File: src/hw/epi_pkg.sv
// Package: register map, field codes and bus carrier for the pin interrupt unit
package epi_pkg;

   // Widths
   localparam int unsigned EPI_LINES = 8;
   localparam int unsigned EPI_AW = 3;
   localparam int unsigned EPI_DW = 8;
   localparam int unsigned EPI_IDXW = 3;

   // Register offsets
   localparam logic [2:0] EPI_OFF_LOWER_SENSE = 3'h0;
   localparam logic [2:0] EPI_OFF_UPPER_SENSE = 3'h1;
   localparam logic [2:0] EPI_OFF_ENABLE_MASK = 3'h2;
   localparam logic [2:0] EPI_OFF_PENDING = 3'h3;
   localparam logic [2:0] EPI_OFF_PIN_STATE = 3'h4;

   // Reset values
   localparam logic [7:0] EPI_RST_SENSE = 8'h00;
   localparam logic [7:0] EPI_RST_MASK = 8'h00;
   localparam logic [7:0] EPI_RST_PENDING = 8'h00;
   localparam logic [7:0] EPI_RD_ZERO = 8'h00;

   // Line split: lines 3..0 lower group, 7..4 upper group
   localparam int unsigned EPI_UPPER_BASE = 4;
   localparam logic [7:0] EPI_LOWER_LINES = 8'h0F;
   localparam logic [7:0] EPI_PIN_IDLE = 8'hFF;

   // Sense codes
   localparam logic [1:0] EPI_SENSE_LOW = 2'h0;
   localparam logic [1:0] EPI_SENSE_CHANGE = 2'h1;
   localparam logic [1:0] EPI_SENSE_FALL = 2'h2;
   localparam logic [1:0] EPI_SENSE_RISE = 2'h3;

   // Vector index when nothing is requesting
   localparam logic [2:0] EPI_IDX_NONE = 3'h0;

   // Register bus request
   typedef struct packed {
      logic [EPI_AW-1:0] addr;
      logic [EPI_DW-1:0] wdata;
      logic wr;
      logic rd;
   } epi_bus_req_t;

   // Handler acknowledge from CPU vectoring logic
   typedef struct packed {
      logic ack;
      logic [EPI_IDXW-1:0] line;
   } epi_ack_t;

endpackage

File: src/hw/epi_ext_irq.sv
// External pin interrupt unit: sense decode, enable mask and pending flags
//
// Behaviour
// - Upper sense register, four two-bit fields, reset zero
// - Upper request needs global flag and enable bit
// - Sample upper pins on clock before edge detection
// - Level request asserted while pin stays low
// - Upper codes: low, change, fall, rise
// - Eight-bit enable mask, one bit per line
// - Pin activity triggers even when pin drives
// - Edge or change sets line pending flag
// - Vector to handler, flag cleared on execution
// - Writing one clears flag, zero keeps it
// - Pending flag held zero in level sensing
// - Sleep with lower lines off gates buffers
// - Lower codes: low, reserved, fall, rise
// - Low levels wake without clock, lower edges
//
// Decided for this implementation: the register offsets and strobed register access.
`timescale 1ns/1ps
`default_nettype none

module epi_ext_irq (
   // Clock and reset
   input wire logic i_clk,
   input wire logic i_sys_rst,
   // Register bus
   input wire epi_pkg::epi_bus_req_t i_bus,
   output logic [7:0] o_rdata,
   // Request pins, read back from the pad even when driven
   input wire logic [7:0] i_ext_request_pins,
   // CPU side
   input wire logic i_global_ie,
   input wire epi_pkg::epi_ack_t i_ack,
   input wire logic i_sleep_entry,
   output logic o_irq,
   output logic [7:0] o_line_request,
   output logic [2:0] o_vector_line,
   output logic o_wake_request
);
   import epi_pkg::*;

   ////////////////////////////////////////////////////////////////////////
   // Helper functions
   // Kept as functions so the sampler path and the wake path decode alike

   // Level mode test, shared by both groups
   function automatic logic is_level(input logic [1:0] code);
      is_level = (code == EPI_SENSE_LOW);
   endfunction

   // Edge or change hit between two consecutive samples
   function automatic logic sense_hit(input logic [1:0] code,
                                      input logic upper,
                                      input logic prev,
                                      input logic cur);
      logic hit;
      hit = 1'b0;
      case (code)
         EPI_SENSE_CHANGE: begin
            // Change only exists for the upper group
            hit = upper && (prev != cur);
         end
         EPI_SENSE_FALL: begin
            hit = prev && !cur;
         end
         EPI_SENSE_RISE: begin
            hit = !prev && cur;
         end
         default: begin
            // Low level never produces a flag
            hit = 1'b0;
         end
      endcase
      sense_hit = hit;
   endfunction

   ////////////////////////////////////////////////////////////////////////
   // Registers

   // Lower sense control, fields as upper but code 01 reserved
   logic [7:0] lower_line_sense_control_ff;
   // Upper sense control, bits 7..0 hold lines 7..4
   logic [7:0] upper_line_sense_control_ff;
   // Per-line enable mask
   logic [7:0] line_enable_mask_ff;
   // Sticky pending flags, write one to clear
   logic [7:0] line_pending_bits_ff;
   // Read data, stands one cycle after the strobe
   logic [7:0] rdata_ff;
   // Synchroniser first stage, read only by the second stage
   logic [7:0] pin_meta_ff;
   // Synchronised pin level
   logic [7:0] pin_sync_ff;
   // Previous synchronised sample, for edge compare
   logic [7:0] pin_prev_ff;
   // Lower input buffers disabled during sleep, only when all four lower lines are masked
   logic buf_off_ff;
   // Registered request outputs
   logic [7:0] line_request_ff;
   logic [2:0] vector_line_ff;

   ////////////////////////////////////////////////////////////////////////
   // Address decode

   // Write strobes per register; unmapped offsets raise no strobe
   wire wr_lower = i_bus.wr && (i_bus.addr == EPI_OFF_LOWER_SENSE);
   wire wr_upper = i_bus.wr && (i_bus.addr == EPI_OFF_UPPER_SENSE);
   wire wr_mask = i_bus.wr && (i_bus.addr == EPI_OFF_ENABLE_MASK);
   wire wr_pend = i_bus.wr && (i_bus.addr == EPI_OFF_PENDING);

   // Read mux, unmapped offsets answer zero
   logic [7:0] rd_mux;
   always_comb begin
      case (i_bus.addr)
         EPI_OFF_LOWER_SENSE: begin
            rd_mux = lower_line_sense_control_ff;
         end
         EPI_OFF_UPPER_SENSE: begin
            rd_mux = upper_line_sense_control_ff;
         end
         EPI_OFF_ENABLE_MASK: begin
            rd_mux = line_enable_mask_ff;
         end
         EPI_OFF_PENDING: begin
            rd_mux = line_pending_bits_ff;
         end
         EPI_OFF_PIN_STATE: begin
            // Sampled pin levels, shows the block's view of the pads
            // Read only; a write to this offset is ignored
            rd_mux = pin_sync_ff;
         end
         default: begin
            rd_mux = EPI_RD_ZERO;
         end
      endcase
   end

   // Read data capture; zero outside a read cycle
   wire [7:0] nxt_rdata = i_bus.rd ? rd_mux : EPI_RD_ZERO;

   ////////////////////////////////////////////////////////////////////////
   // Control registers

   // Sense and mask registers, plain read/write
   // Read data drops to zero outside a read so an OR-ed bus stays clean
   always_ff @(posedge i_clk or posedge i_sys_rst) begin
      if (i_sys_rst) begin
         lower_line_sense_control_ff <= EPI_RST_SENSE;
         upper_line_sense_control_ff <= EPI_RST_SENSE;
         line_enable_mask_ff <= EPI_RST_MASK;
         rdata_ff <= EPI_RD_ZERO;
      end else begin
         if (wr_lower) begin
            lower_line_sense_control_ff <= i_bus.wdata;
         end
         if (wr_upper) begin
            upper_line_sense_control_ff <= i_bus.wdata;
         end
         if (wr_mask) begin
            line_enable_mask_ff <= i_bus.wdata;
         end
         rdata_ff <= nxt_rdata;
      end
   end

   ////////////////////////////////////////////////////////////////////////
   // Sleep buffer gating

   // Lower buffers go off at sleep entry only when all four are disabled.
   // A disabled buffer reads high, so a low pin shows a rising change.
   // Gating follows the strobe level: on wake the view returns to the
   // pads, and a falling-coded lower line may flag once more.
   wire lower_all_off = ((line_enable_mask_ff & EPI_LOWER_LINES) == 8'h00);
   wire nxt_buf_off = i_sleep_entry ? lower_all_off : 1'b0;

   always_ff @(posedge i_clk or posedge i_sys_rst) begin
      if (i_sys_rst) begin
         buf_off_ff <= 1'b0;
      end else begin
         buf_off_ff <= nxt_buf_off;
      end
   end

   // Internal pin view; pads read even when driven as outputs
   wire [7:0] pin_view = buf_off_ff ?
                         (i_ext_request_pins | EPI_LOWER_LINES) :
                         i_ext_request_pins;

   ////////////////////////////////////////////////////////////////////////
   // Pin sampling

   // Two-stage synchroniser, then one more stage for edge compare.
   // Idle value is high so a pin high at reset release is not an edge.
   // Only the second stage reads the first, so no unsettled value fans out.
   always_ff @(posedge i_clk or posedge i_sys_rst) begin
      if (i_sys_rst) begin
         pin_meta_ff <= EPI_PIN_IDLE;
         pin_sync_ff <= EPI_PIN_IDLE;
         pin_prev_ff <= EPI_PIN_IDLE;
      end else begin
         pin_meta_ff <= pin_view;
         pin_sync_ff <= pin_meta_ff;
         pin_prev_ff <= pin_sync_ff;
      end
   end

   ////////////////////////////////////////////////////////////////////////
   // Per-line decode

   // Both sense registers side by side: line i always owns bits
   // 2i+1..2i, which keeps one indexing rule for the whole loop and
   // avoids a second hand-kept offset for the upper group.
   wire [2*EPI_LINES-1:0] line_code =
      {upper_line_sense_control_ff, lower_line_sense_control_ff};

   // Sense code, level flag and edge hit per line
   logic [7:0] line_level;
   logic [7:0] line_hit;
   always_comb begin
      line_level = 8'h00;
      line_hit = 8'h00;
      for (int i = 0; i < EPI_LINES; i++) begin
         if (i >= EPI_UPPER_BASE) begin
            line_level[i] =
               is_level(line_code[2*i +: 2]);
            line_hit[i] =
               sense_hit(line_code[2*i +: 2], 1'b1,
                         pin_prev_ff[i], pin_sync_ff[i]);
         end else begin
            line_level[i] =
               is_level(line_code[2*i +: 2]);
            // Reserved code 01 gives no hit for the lower group
            line_hit[i] =
               sense_hit(line_code[2*i +: 2], 1'b0,
                         pin_prev_ff[i], pin_sync_ff[i]);
         end
      end
   end

   ////////////////////////////////////////////////////////////////////////
   // Pending flags

   // Clear sources: write of ones, and handler acknowledge
   wire [7:0] w1c_mask = wr_pend ? i_bus.wdata : 8'h00;
   wire [7:0] ack_mask = i_ack.ack ? (8'h01 << i_ack.line) : 8'h00;

   // A hit in the clearing cycle wins; level lines are forced to zero.
   // Set-wins means an edge that lands beside a clear is never lost;
   // software simply finds the flag still up on its next read.
   wire [7:0] nxt_pending =
      ((line_pending_bits_ff & ~w1c_mask & ~ack_mask) | line_hit)
      & ~line_level;

   always_ff @(posedge i_clk or posedge i_sys_rst) begin
      if (i_sys_rst) begin
         line_pending_bits_ff <= EPI_RST_PENDING;
      end else begin
         line_pending_bits_ff <= nxt_pending;
      end
   end

   ////////////////////////////////////////////////////////////////////////
   // Request generation

   // Level lines request for as long as the sampled pin stays low.
   // Pulses shorter than the instruction in flight may be missed.
   wire [7:0] level_req = line_level & ~pin_sync_ff;
   wire [7:0] source_req = level_req | line_pending_bits_ff;
   // Each line gated by its enable bit and the global flag
   wire [7:0] nxt_line_request = i_global_ie ?
      (source_req & line_enable_mask_ff) : 8'h00;

   // Lowest line number has the highest priority.
   // Zero also means none; a low o_irq tells the two apart.
   logic [2:0] nxt_vector;
   always_comb begin
      nxt_vector = EPI_IDX_NONE;
      for (int i = EPI_LINES - 1; i >= 0; i--) begin
         if (nxt_line_request[i]) begin
            nxt_vector = i[2:0];
         end
      end
   end

   // Registered outputs cost one cycle of latency but keep the request
   // lines free of decode glitches.
   always_ff @(posedge i_clk or posedge i_sys_rst) begin
      if (i_sys_rst) begin
         line_request_ff <= 8'h00;
         vector_line_ff <= EPI_IDX_NONE;
      end else begin
         line_request_ff <= nxt_line_request;
         vector_line_ff <= nxt_vector;
      end
   end

   ////////////////////////////////////////////////////////////////////////
   // Wake path

   // Works on raw pins with no clock: any enabled level line held low,
   // or an enabled lower edge line whose pin moved in its coded direction from its last
   // sample. The edge term needs the last sample held while asleep,
   // which is true because the sampler stops with the clock.
   // Raw pins mean a glitch shorter than a clock can still wake the
   // core; the clocked request path filters such glitches out.
   logic [7:0] wake_line;
   always_comb begin
      wake_line = 8'h00;
      for (int i = 0; i < EPI_LINES; i++) begin
         if (line_level[i]) begin
            wake_line[i] = !i_ext_request_pins[i];
         end else if (i < EPI_UPPER_BASE) begin
            wake_line[i] = sense_hit(lower_line_sense_control_ff[2*i +: 2],
                                     1'b0, pin_sync_ff[i],
                                     i_ext_request_pins[i]);
         end else begin
            wake_line[i] = 1'b0;
         end
      end
   end

   ////////////////////////////////////////////////////////////////////////
   // Outputs

   assign o_rdata = rdata_ff;
   assign o_line_request = line_request_ff;
   assign o_vector_line = vector_line_ff;
   // Level interrupt while any enabled line is requesting
   assign o_irq = |line_request_ff;
   // Combinational on purpose: no clock may run when a wake is needed
   assign o_wake_request = |(wake_line & line_enable_mask_ff);

   // Software must disable a line before retyping its sense field.
   // A new code is judged at once against samples already in flight,
   // so a pin that moved just before the write can flag straight away.
   // Nothing in this block masks that.

endmodule

`default_nettype wire

File: config.mk
export PLATFORM = sky130hd
export DESIGN_NAME = epi_ext_irq
export DESIGN_NICKNAME = d
export VERILOG_FILES = /design/src/hw/epi_pkg.sv /design/src/hw/epi_ext_irq.sv
export SDC_FILE = /design/constraint.sdc
export NUM_CORES = 1
export LEC_CHECK = 0
export BUFFER_PORTS_ARGS = -buffer_cell sky130_fd_sc_hd__buf_4
export CAP_MARGIN = 30
export CORE_MARGIN = 1.5
export CORE_UTILIZATION = 40
export DETAILED_ROUTE_END_ITERATION = 10
export MAX_ROUTING_LAYER = met4
export PLACE_DENSITY = 0.63
export SLEW_MARGIN = 40
export SYNTH_ARGS = -nofsm -noshare
export SYNTH_HDL_FRONTEND = slang
export SYNTH_SLANG_ARGS = --single-unit
File: constraint.sdc
create_clock -name i_clk -period 4.7 [get_ports i_clk]
set_clock_uncertainty 0.1 [all_clocks]
set_input_delay 0.94 -clock i_clk [delete_from_list [all_inputs] [get_ports i_clk]]
set_output_delay 0.94 -clock i_clk [all_outputs]
set_load 0.01 [all_outputs]
# Word-level counts from Yosys, hierarchy flattened
# Index checks and enable logic that the tools add are counted.
dict set report classes {
  n_reduce_logical 64
  n_bitwise 12
  n_mux 35
  n_shift 1
  n_eq_ne 28
}
# operator n
set ops {}
lappend ops {{$and A8 B8 Y8} 6}
lappend ops {{$pmux W8 S5} 1}
lappend ops {{$eq A2 B2 Y1 const B} 16}
lappend ops {{$mux W8} 4}
lappend ops {{$not A8 Y8} 4}
lappend ops {{$logic_and A1 B1 Y1} 28}
lappend ops {{$logic_not A1 Y1} 24}
lappend ops {{$mux W3} 8}
lappend ops {{$logic_not A2 Y1} 8}
lappend ops {{$or A8 B8 Y8} 2}
lappend ops {{$pmux W1 S2} 8}
lappend ops {{$reduce_or A8 Y1} 2}
lappend ops {{$pmux W1 S3} 4}
lappend ops {{$mux W1} 9}
lappend ops {{$eq A2 B1 Y1 const B} 4}
lappend ops {{$logic_not A8 Y1} 1}
lappend ops {{$shl A1 B3 Y8 const A} 1}
lappend ops {{$eq A3 B2 Y1 const B} 2}
lappend ops {{$mux W4} 1}
lappend ops {{$ne A1 B1 Y1} 4}
lappend ops {{$eq A3 B1 Y1 const B} 1}
lappend ops {{$eq A3 B3 Y1 const B} 1}
lappend ops {{$logic_not A3 Y1} 1}
dict set report word_totals {
  input_bits 29
  out_inout_bits 21
  regBits 76
  word_cells 151
}

# Logic depth before layout (Yosys ltp)
# Gate-level depths: netlist (run 1).
dict set report logic_depth {
  ltp_word 13
  mapped_depth 6
  ltp_nobuf 6
}

# Least setup slack after synthesis (run 1)
# No wires, ideal clock.
dict set report synth_timing {
  path_type {input to output}
  startpoint {in i_ext_request_pins[3]}
  endpoint {out o_wake_request}
  required_time_ps 3660
  path_buffers 0
  arrival_ps 1433
  setup_slack_ps 2227
  cell_stages 5
  cell_sequence {nor2_1 > o21ai_0 > o31ai_1 > a22oi_1 > nand4_1}
}
dict set report synth_via {
  elab_chain_len 6
  elab_cells_between_ends 7
  cone_classes {2 x mux; 1 x bitwise; 4 x reduce/logical}
}
# item line
set synth_rtl {}
lappend synth_rtl {{start: declaration} epi_ext_irq.sv:31} ;# input wire logic [7:0] i_ext_request_pins,
lappend synth_rtl {{$logic_not A1 Y1} {epi_ext_irq.sv:65, epi_ext_irq.sv:312}}
lappend synth_rtl {{$logic_and A1 B1 Y1} epi_ext_irq.sv:65} ;# hit = prev && !cur;
lappend synth_rtl {{$pmux W1 S2} epi_ext_irq.sv:59} ;# case (code)
lappend synth_rtl {{$mux W1 (*)} epi_ext_irq.sv:311} ;# if (line_level[i]) begin
lappend synth_rtl {{$and A8 B8 Y8 (*)} epi_ext_irq.sv:332} ;# assign o_wake_request = |(wake_line & line_enable_mask_ff);
lappend synth_rtl {{$reduce_or A8 Y1 (*)} epi_ext_irq.sv:332}
lappend synth_rtl {{end: declaration} epi_ext_irq.sv:39} ;# output logic o_wake_request
# Every way passes the cells marked *; elsewhere a longest branch is shown, timed or not.

# Final worst setup path (run 1)
dict set report layout_timing {
  startpoint {in i_ext_request_pins[7]}
  endpoint {out o_wake_request}
}
dict set report layout_via {
  elab_chain_len 4
}
# item line
set layout_rtl {}
lappend layout_rtl {{$logic_not A1 Y1} epi_ext_irq.sv:312} ;# wake_line[i] = !i_ext_request_pins[i];
lappend layout_rtl {{$mux W1} epi_ext_irq.sv:311}
lappend layout_rtl {{$and A8 B8 Y8} epi_ext_irq.sv:332}
lappend layout_rtl {{$reduce_or A8 Y1} epi_ext_irq.sv:332}
# Every way passes these cells.

==> results of run 1 <==
## synthesized netlist by cell type (5+ instances only)
| cell type | n |
|---|---|
| a22oi_1 | 17 |
| o21ai_0 | 20 |
| mux2_2 | 27 |
| and2_1 | 9 |
| nor3_1 | 10 |
| o211ai_1 | 6 |
| or2_2 | 5 |
| a21oi_1 | 15 |
| nand2b_1 | 5 |
| dfrtp_1 | 52 |
| dfstp_2 | 24 |
| nor2_1 | 11 |
| inv_1 | 23 |
| ha_1 | 8 |
| o22ai_1 | 9 |
| nand2_1 | 23 |
## cells by family after synthesis
kind of cell | count (synthesis) | share of synthesized area, %
AND/OR/NAND/NOR | 86 | 13.93
adder cells (fa/ha/maj) | 8 | 2.836
buffers and inverters | 35 | 4.395
AO/OA/AOI/OAI | 84 | 15.49
multiplexers | 27 | 8.614
flip-flops | 76 | 54.73
## flip-flops by register name, summed over array words and instances, names as in the netlist
name                         flops
o_vector_line                    3
upper_line_sense_control_ff      8
buf_off_ff                       1
line_pending_bits_ff             8
pin_sync_ff                      8
lower_line_sense_control_ff      8
o_rdata                          8
pin_meta_ff                      8
o_line_request                   8
line_enable_mask_ff              8
pin_prev_ff                      8
## worst min-delay path by stage
stage,end,slack [ps],cells past startpoint
2_1_floorplan,pin_sync_ff[0]$_DFF_PP1_,250,0
3_3_place_gp,pin_sync_ff[0]$_DFF_PP1_,250,0
3_5_place_dp,pin_sync_ff[3]$_DFF_PP1_,250,0
4_1_cts,pin_sync_ff[5]$_DFF_PP1_,260,0
5_1_grt,pin_sync_ff[0]$_DFF_PP1_,260,0
6_report,pin_sync_ff[5]$_DFF_PP1_,260,0
## routing by layer
metal  vias to the layer above  global-route usage [%]
met5                         -                       -
met4                         0                   6.689
met3                        12                   4.841
met2                        77                   30.72
met1                      1323                   27.63
li1                       1238                       -
## final cells by class
class | instances | share of cell area (%)
flip-flops and latches | 76 | 45.39
multi-input cells | 205 | 34.04
repair buffers | 51 | 8.995
clock buffers | 13 | 4.203
well taps | 108 | 3.175
clock inverters | 3 | 2.116
inverters | 23 | 2.087
## cell usage in the layout, fill, tap and decap left out, types with 2 or more instances in the layout
master and n:
dfrtp_1 52, buf_4 51, mux2_2 27, dfstp_2 24, nand2_1 23, inv_1 22
o21ai_0 20, a22oi_1 17, a21oi_1 15, clkbuf_8 13, nor2_1 11, nor3_1 10
o22ai_1 9, and2_1 9, ha_1 8, o211ai_1 6, or2_2 5, nand2b_1 5
nor4_1 4, nor4b_1 4, o211a_1 3, nand3b_1 3, o31ai_1 3, nor2b_1 3
a21o_1 3, bufinv_16 3, a221oi_1 2, and4_1 2, a211oi_1 2
## power by group
| part | internal (W) | switching (W) | leakage, nW |
|---|---|---|---|
| Sequential | 0.000780 | 0.000121 | 0.911 |
| Combinational | 0.000206 | 0.000187 | 0.938 |
| Clock | 0.000411 | 0.000235 | 0.136 |
## stage by stage
stage | instances | hold slack, ps | setup slack, ps | util (%) | total power [W]
global route | 479 | 260.2 | 1634 | 49.29 | 0.002055
floorplan | 316 | 245.2 | 1761 | - | 0.001134
finish | 479 | 256.3 | 1732 | 49.29 | 0.001940
global placement | 463 | 245.5 | 1697 | 46.15 | 0.001293
detailed placement | 463 | 247.2 | 1727 | 46.18 | 0.001305
CTS | 479 | 257.6 | 1723 | 49.29 | 0.001954
## worst max-delay path: cells and delay by family
family / cells / cell delay [ps]
buffers and inverters: 2 / 250
and+or+nand+nor: 3 / 740
==> flow_summary.json, run 1 <==
{
  "drv_slew": 0,
  "arrival_ps": 1930,
  "crit_path_end": "o_wake_request",
  "startpoint_type": "input pin",
  "clock_path_buffers": 2,
  "postCtsSetupRepairBufs": 0,
  "grt_max_degree": 43,
  "end_kind": "output pin",
  "start_util_pct": 40.87,
  "synth_top_area_cell": "dfrtp_1",
  "htree_levels": 3,
  "num-fill-cells": 806,
  "die_area_um2": 9396,
  "die_y_um": 96.94,
  "power.density_nw_per_um2": 455.9,
  "cts_hold_buffers": 0,
  "fmaxAchievable_mhz": 336.9,
  "fin_area_um2": 4257,
  "syn_area_per_cell_um2": 11.17,
  "worst-path-max-fanout": 2,
  "yosys.area.top_type_share_pct": 36.87,
  "rsz0062_at_grt": "false",
  "vias_per_cell": 5.532,
  "path_class": "in2out",
  "ys_seq_area_share_pct": 54.73,
  "r2r_setup_slack_ps": 3020,
  "ant_nets": 0,
  "hold_viol_final": 0,
  "dpl.hpwl_um": 6125,
  "worstReg2RegEnd": "o_vector_line[0]$_DFF_PP0_",
  "cts_root_buffer": "clkbuf_8",
  "r2r_start": "pin_sync_ff[3]$_DFF_PP1_",
  "area_growth_pct": 20.60,
  "wl_per_cell_um": 17.91,
  "synth-edff-count": 0,
  "worst_r2r_path_depth": 5,
  "overflow": 0,
  "synth_cell_type_count": 43,
  "ir_worst_vdd_mv": 0.1952,
  "wl_met3_um": 426,
  "antenna_found_initial": 0,
  "insertion_delay_ps": 360,
  "core_area_um2": 8636,
  "drc": 0,
  "worstHoldStart": "pin_meta_ff[5]$_DFF_PP1_",
  "startpoint": "i_ext_request_pins[7]",
  "regArea_um2": 1932,
  "fp.dieW_um": 96.94,
  "clkSlewWorstSetupHoldPaths_ps": 70,
  "wl_um": 8578,
  "p_leak_nw": 1.984,
  "asyncSetResetFlopFracSynth_pct": 100.0,
  "synth_fp_nets": 353,
  "routabilityCongestion": 0.8406,
  "m1WireLength_um": 3977,
  "hold_class": "reg2reg",
  "ys_ff_latch": 76,
  "fin_setup_tns_ps": 0,
  "place_area_um2": 3988,
  "ys.warnings.count": 0,
  "drive_above_1_share_pct": 34.23,
  "status": "completed",
  "grt_first_pass_wirelength_um": 14510,
  "worstPathRequired_ps": 3660,
  "max_stage_delay_ps": 430,
  "max_slew_margin_pct": 50.02,
  "setup_violations": 0,
  "cts_tree": "yes",
  "diodes": 0,
  "numCtsBuffers": 9,
  "synthTopCellsByArea": "dfrtp_1, dfstp_2, mux2_2",
  "fin_crit_sh_pct": 63.16,
  "wl_met2_um": 4049,
  "cap_viol_max_count": 0,
  "drt_iter0_drc": 220,
  "crit_top_cell": "buf_4",
  "worst-slew-pin-transition_ps": 746.6,
  "multi_input_area_um2": 1449,
  "ys.flop_type": "dfrtp_1",
  "rows": 34,
  "slowest_stage": "nor4b_1",
  "cts_resized": 0,
  "io_pins": 50,
  "final_nets": 403,
  "path_cells": "buf_4 -> nor4b_1 -> nor4_1 -> nand4_1 -> buf_4",
  "period_needed_ps": 2968,
  "portBuffers": 49,
  "dr.max_layer_used": "met4",
  "synth_cells": 316,
  "first_pass_iters": 4,
  "synth_area_um2": 3530,
  "grt_pass1_vias": 2715,
  "grt_util_all_layers_pct": 20.50,
  "cts.sinks": 76,
  "dr_total_vias": 2650
}
Power figures use the tool's default switching activity.
==> inputs of run 2 (changes only) <==
- PLACE_DENSITY: 0.63 -> 0.65
- clock period: 4.7 -> 2.4 ns (I/O delays scaled with it)
==> flow_summary.json, run 2 (synthesized netlist as in run 1, its figures left out) <==
{
  "drc": 0,
  "cts.sinks": 76,
  "overflow": 0,
  "start_util_pct": 40.87,
  "cap_viol_max_count": 0,
  "hold_class": "in2async",
  "max_stage_delay_ps": 420,
  "worst-slew-pin-transition_ps": 618.0,
  "diodes": 0,
  "slowest_stage": "dfrtp_1",
  "p_seq_share_pct": 50.0,
  "clkSlewWorstSetupHoldPaths_ps": 90,
  "max_slew_margin_pct": 58.65,
  "die_area_um2": 9396,
  "ir_worst_vdd_mv": 0.4189,
  "worstPathRequired_ps": 1820,
  "final_cell_mix": "dfrtp_1, buf_4, mux2_2",
  "dr_total_vias": 2697,
  "startpoint_type": "flop",
  "die_y_um": 96.94,
  "cp_top_family": "simple AND/OR/NAND/NOR gates",
  "wl_per_cell_um": 17.78,
  "wl_um": 8551,
  "fmaxAchievable_mhz": 433.0,
  "internal_power_w": 0.002442,
  "numCtsBuffers": 9,
  "insertion_delay_ps": 350,
  "p_switching_w": 0.001085,
  "dpl.hpwl_um": 5972,
  "path_cells": "nor4b_2 -> nor4_1 -> nand4_1 -> buf_4",
  "io_pins": 50,
  "setup_ws_ps": 90.55,
  "drt_iter0_drc": 199,
  "status": "completed",
  "vias_per_cell": 5.607,
  "htree_levels": 3,
  "path_class": "reg2out",
  "first_pass_iters": 5,
  "arrival_ps": 1730,
  "grt_util_all_layers_pct": 19.82,
  "clock_path_buffers": 2,
  "core_area_um2": 8636,
  "final_nets": 405,
  "hold_viol_final": 0,
  "postCtsSetupRepairBufs": 0,
  "end_kind": "output pin",
  "clkPwrFrac_pct": 28.1,
  "rows": 34,
  "p_leak_nw": 1.959,
  "fp.dieW_um": 96.94,
  "drv_slew": 0,
  "place_ws_ps": 376.3,
  "grt_pass1_vias": 2629,
  "worst-path-max-fanout": 4,
  "period_needed_ps": 2309,
  "ant_nets": 0,
  "grt_first_pass_wirelength_um": 13990,
  "portBuffers": 49,
  "timing.critical_path.buf_inv": 1,
  "routabilityCongestion": 0.9016,
  "power.density_nw_per_um2": 835.1,
  "pwr-share-comb_pct": 22.0,
  "drive_above_1_share_pct": 34.85,
  "fin_setup_tns_ps": 0,
  "num-fill-cells": 811,
  "rsz0062_at_grt": "false",
  "grt_max_degree": 77,
  "cts_tree": "yes",
  "area_growth_pct": 19.67,
  "holdWs_ps": 96.74,
  "cts_root_buffer": "clkbuf_8",
  "setup_violations": 0,
  "switching_share_pct": 30.77,
  "antenna_found_initial": 0,
  "fin_crit_sh_pct": 96.23
}
run 2: timing repair:
item / 4_1_cts / 5_1_grt
gates resized for setup: 0 / 1
hold buffers: 0 / 0
endpoints found under the hold margin: 0 / 0
setup endpoints to repair: 0 / 1
run 2: final timing paths:
check                      slack, ps  cells after the start                               start                    endpoint
hold reg to reg                  250                      0            pin_meta_ff[5]$_DFF_PP1_    pin_sync_ff[5]$_DFF_PP1_
max in group asynchronous       1690                      3                           i_sys_rst    pin_prev_ff[5]$_DFF_PP1_
setup reg to reg                 750                      5            pin_sync_ff[1]$_DFF_PP1_  o_vector_line[2]$_DFF_PP0_
hold / removal                   100                      3                           i_sys_rst  o_vector_line[1]$_DFF_PP0_
setup / recovery                  90                      4  line_enable_mask_ff[7]$_DFFE_PP0P_              o_wake_request
min in group i_clk               140                      1               i_ext_request_pins[6]    pin_meta_ff[6]$_DFF_PP1_
run 2: area by class of cell:
cell class                 count  area, um2  share of cell area [%]
timing repair buffer          53      410.4                   9.716
inverter                      23      90.09                   2.133
clock inverter                 6      63.81                   1.511
tap                          108      135.1                   3.199
multi-input combinational    205       1455                   34.45
sequential                    76       1932                   45.73
clock buffer                  10      137.6                   3.258
run 2: metal layers:
metal / wire, um / track usage, % / vias up
met1: 3756 / 26.91 / 1327
met4: 133 / 7.023 / 0
li1: - / - / 1241
met2: 4097 / 29.80 / 110
met5: 0 / - / -
met3: 563 / 3.829 / 19
run 2: power groups by stage:
stage	combinational (W)	sequential, W	clock, W
after global routing	0.000869	0.00180	0.00108
after floorplan	0.000499	0.00172	0
after detailed placement	0.000774	0.00178	0
after global placement	0.000759	0.00177	0
after CTS	0.000777	0.00176	0.00101
final	0.000774	0.00176	0.000990
run 2: worst min-delay path, stage by stage:
cell        delay [ps]
buf_4              120
clkinvlp_4          70
buf_12             300
run 2: metrics by stage:
| step | util (%) | power [W] | instance area, um2 | std cells |
|---|---|---|---|---|
| 2_1_floorplan | - | 0.002221 | 3533 | 316 |
| 5_1_grt | 48.91 | 0.003745 | 4224 | 481 |
| 6_report | 48.91 | 0.003528 | 4224 | 481 |
| 4_1_cts | 48.84 | 0.003547 | 4218 | 481 |
| 3_5_place_dp | 46.51 | 0.002556 | 4016 | 465 |
| 3_3_place_gp | 46.51 | 0.002532 | 4016 | 465 |
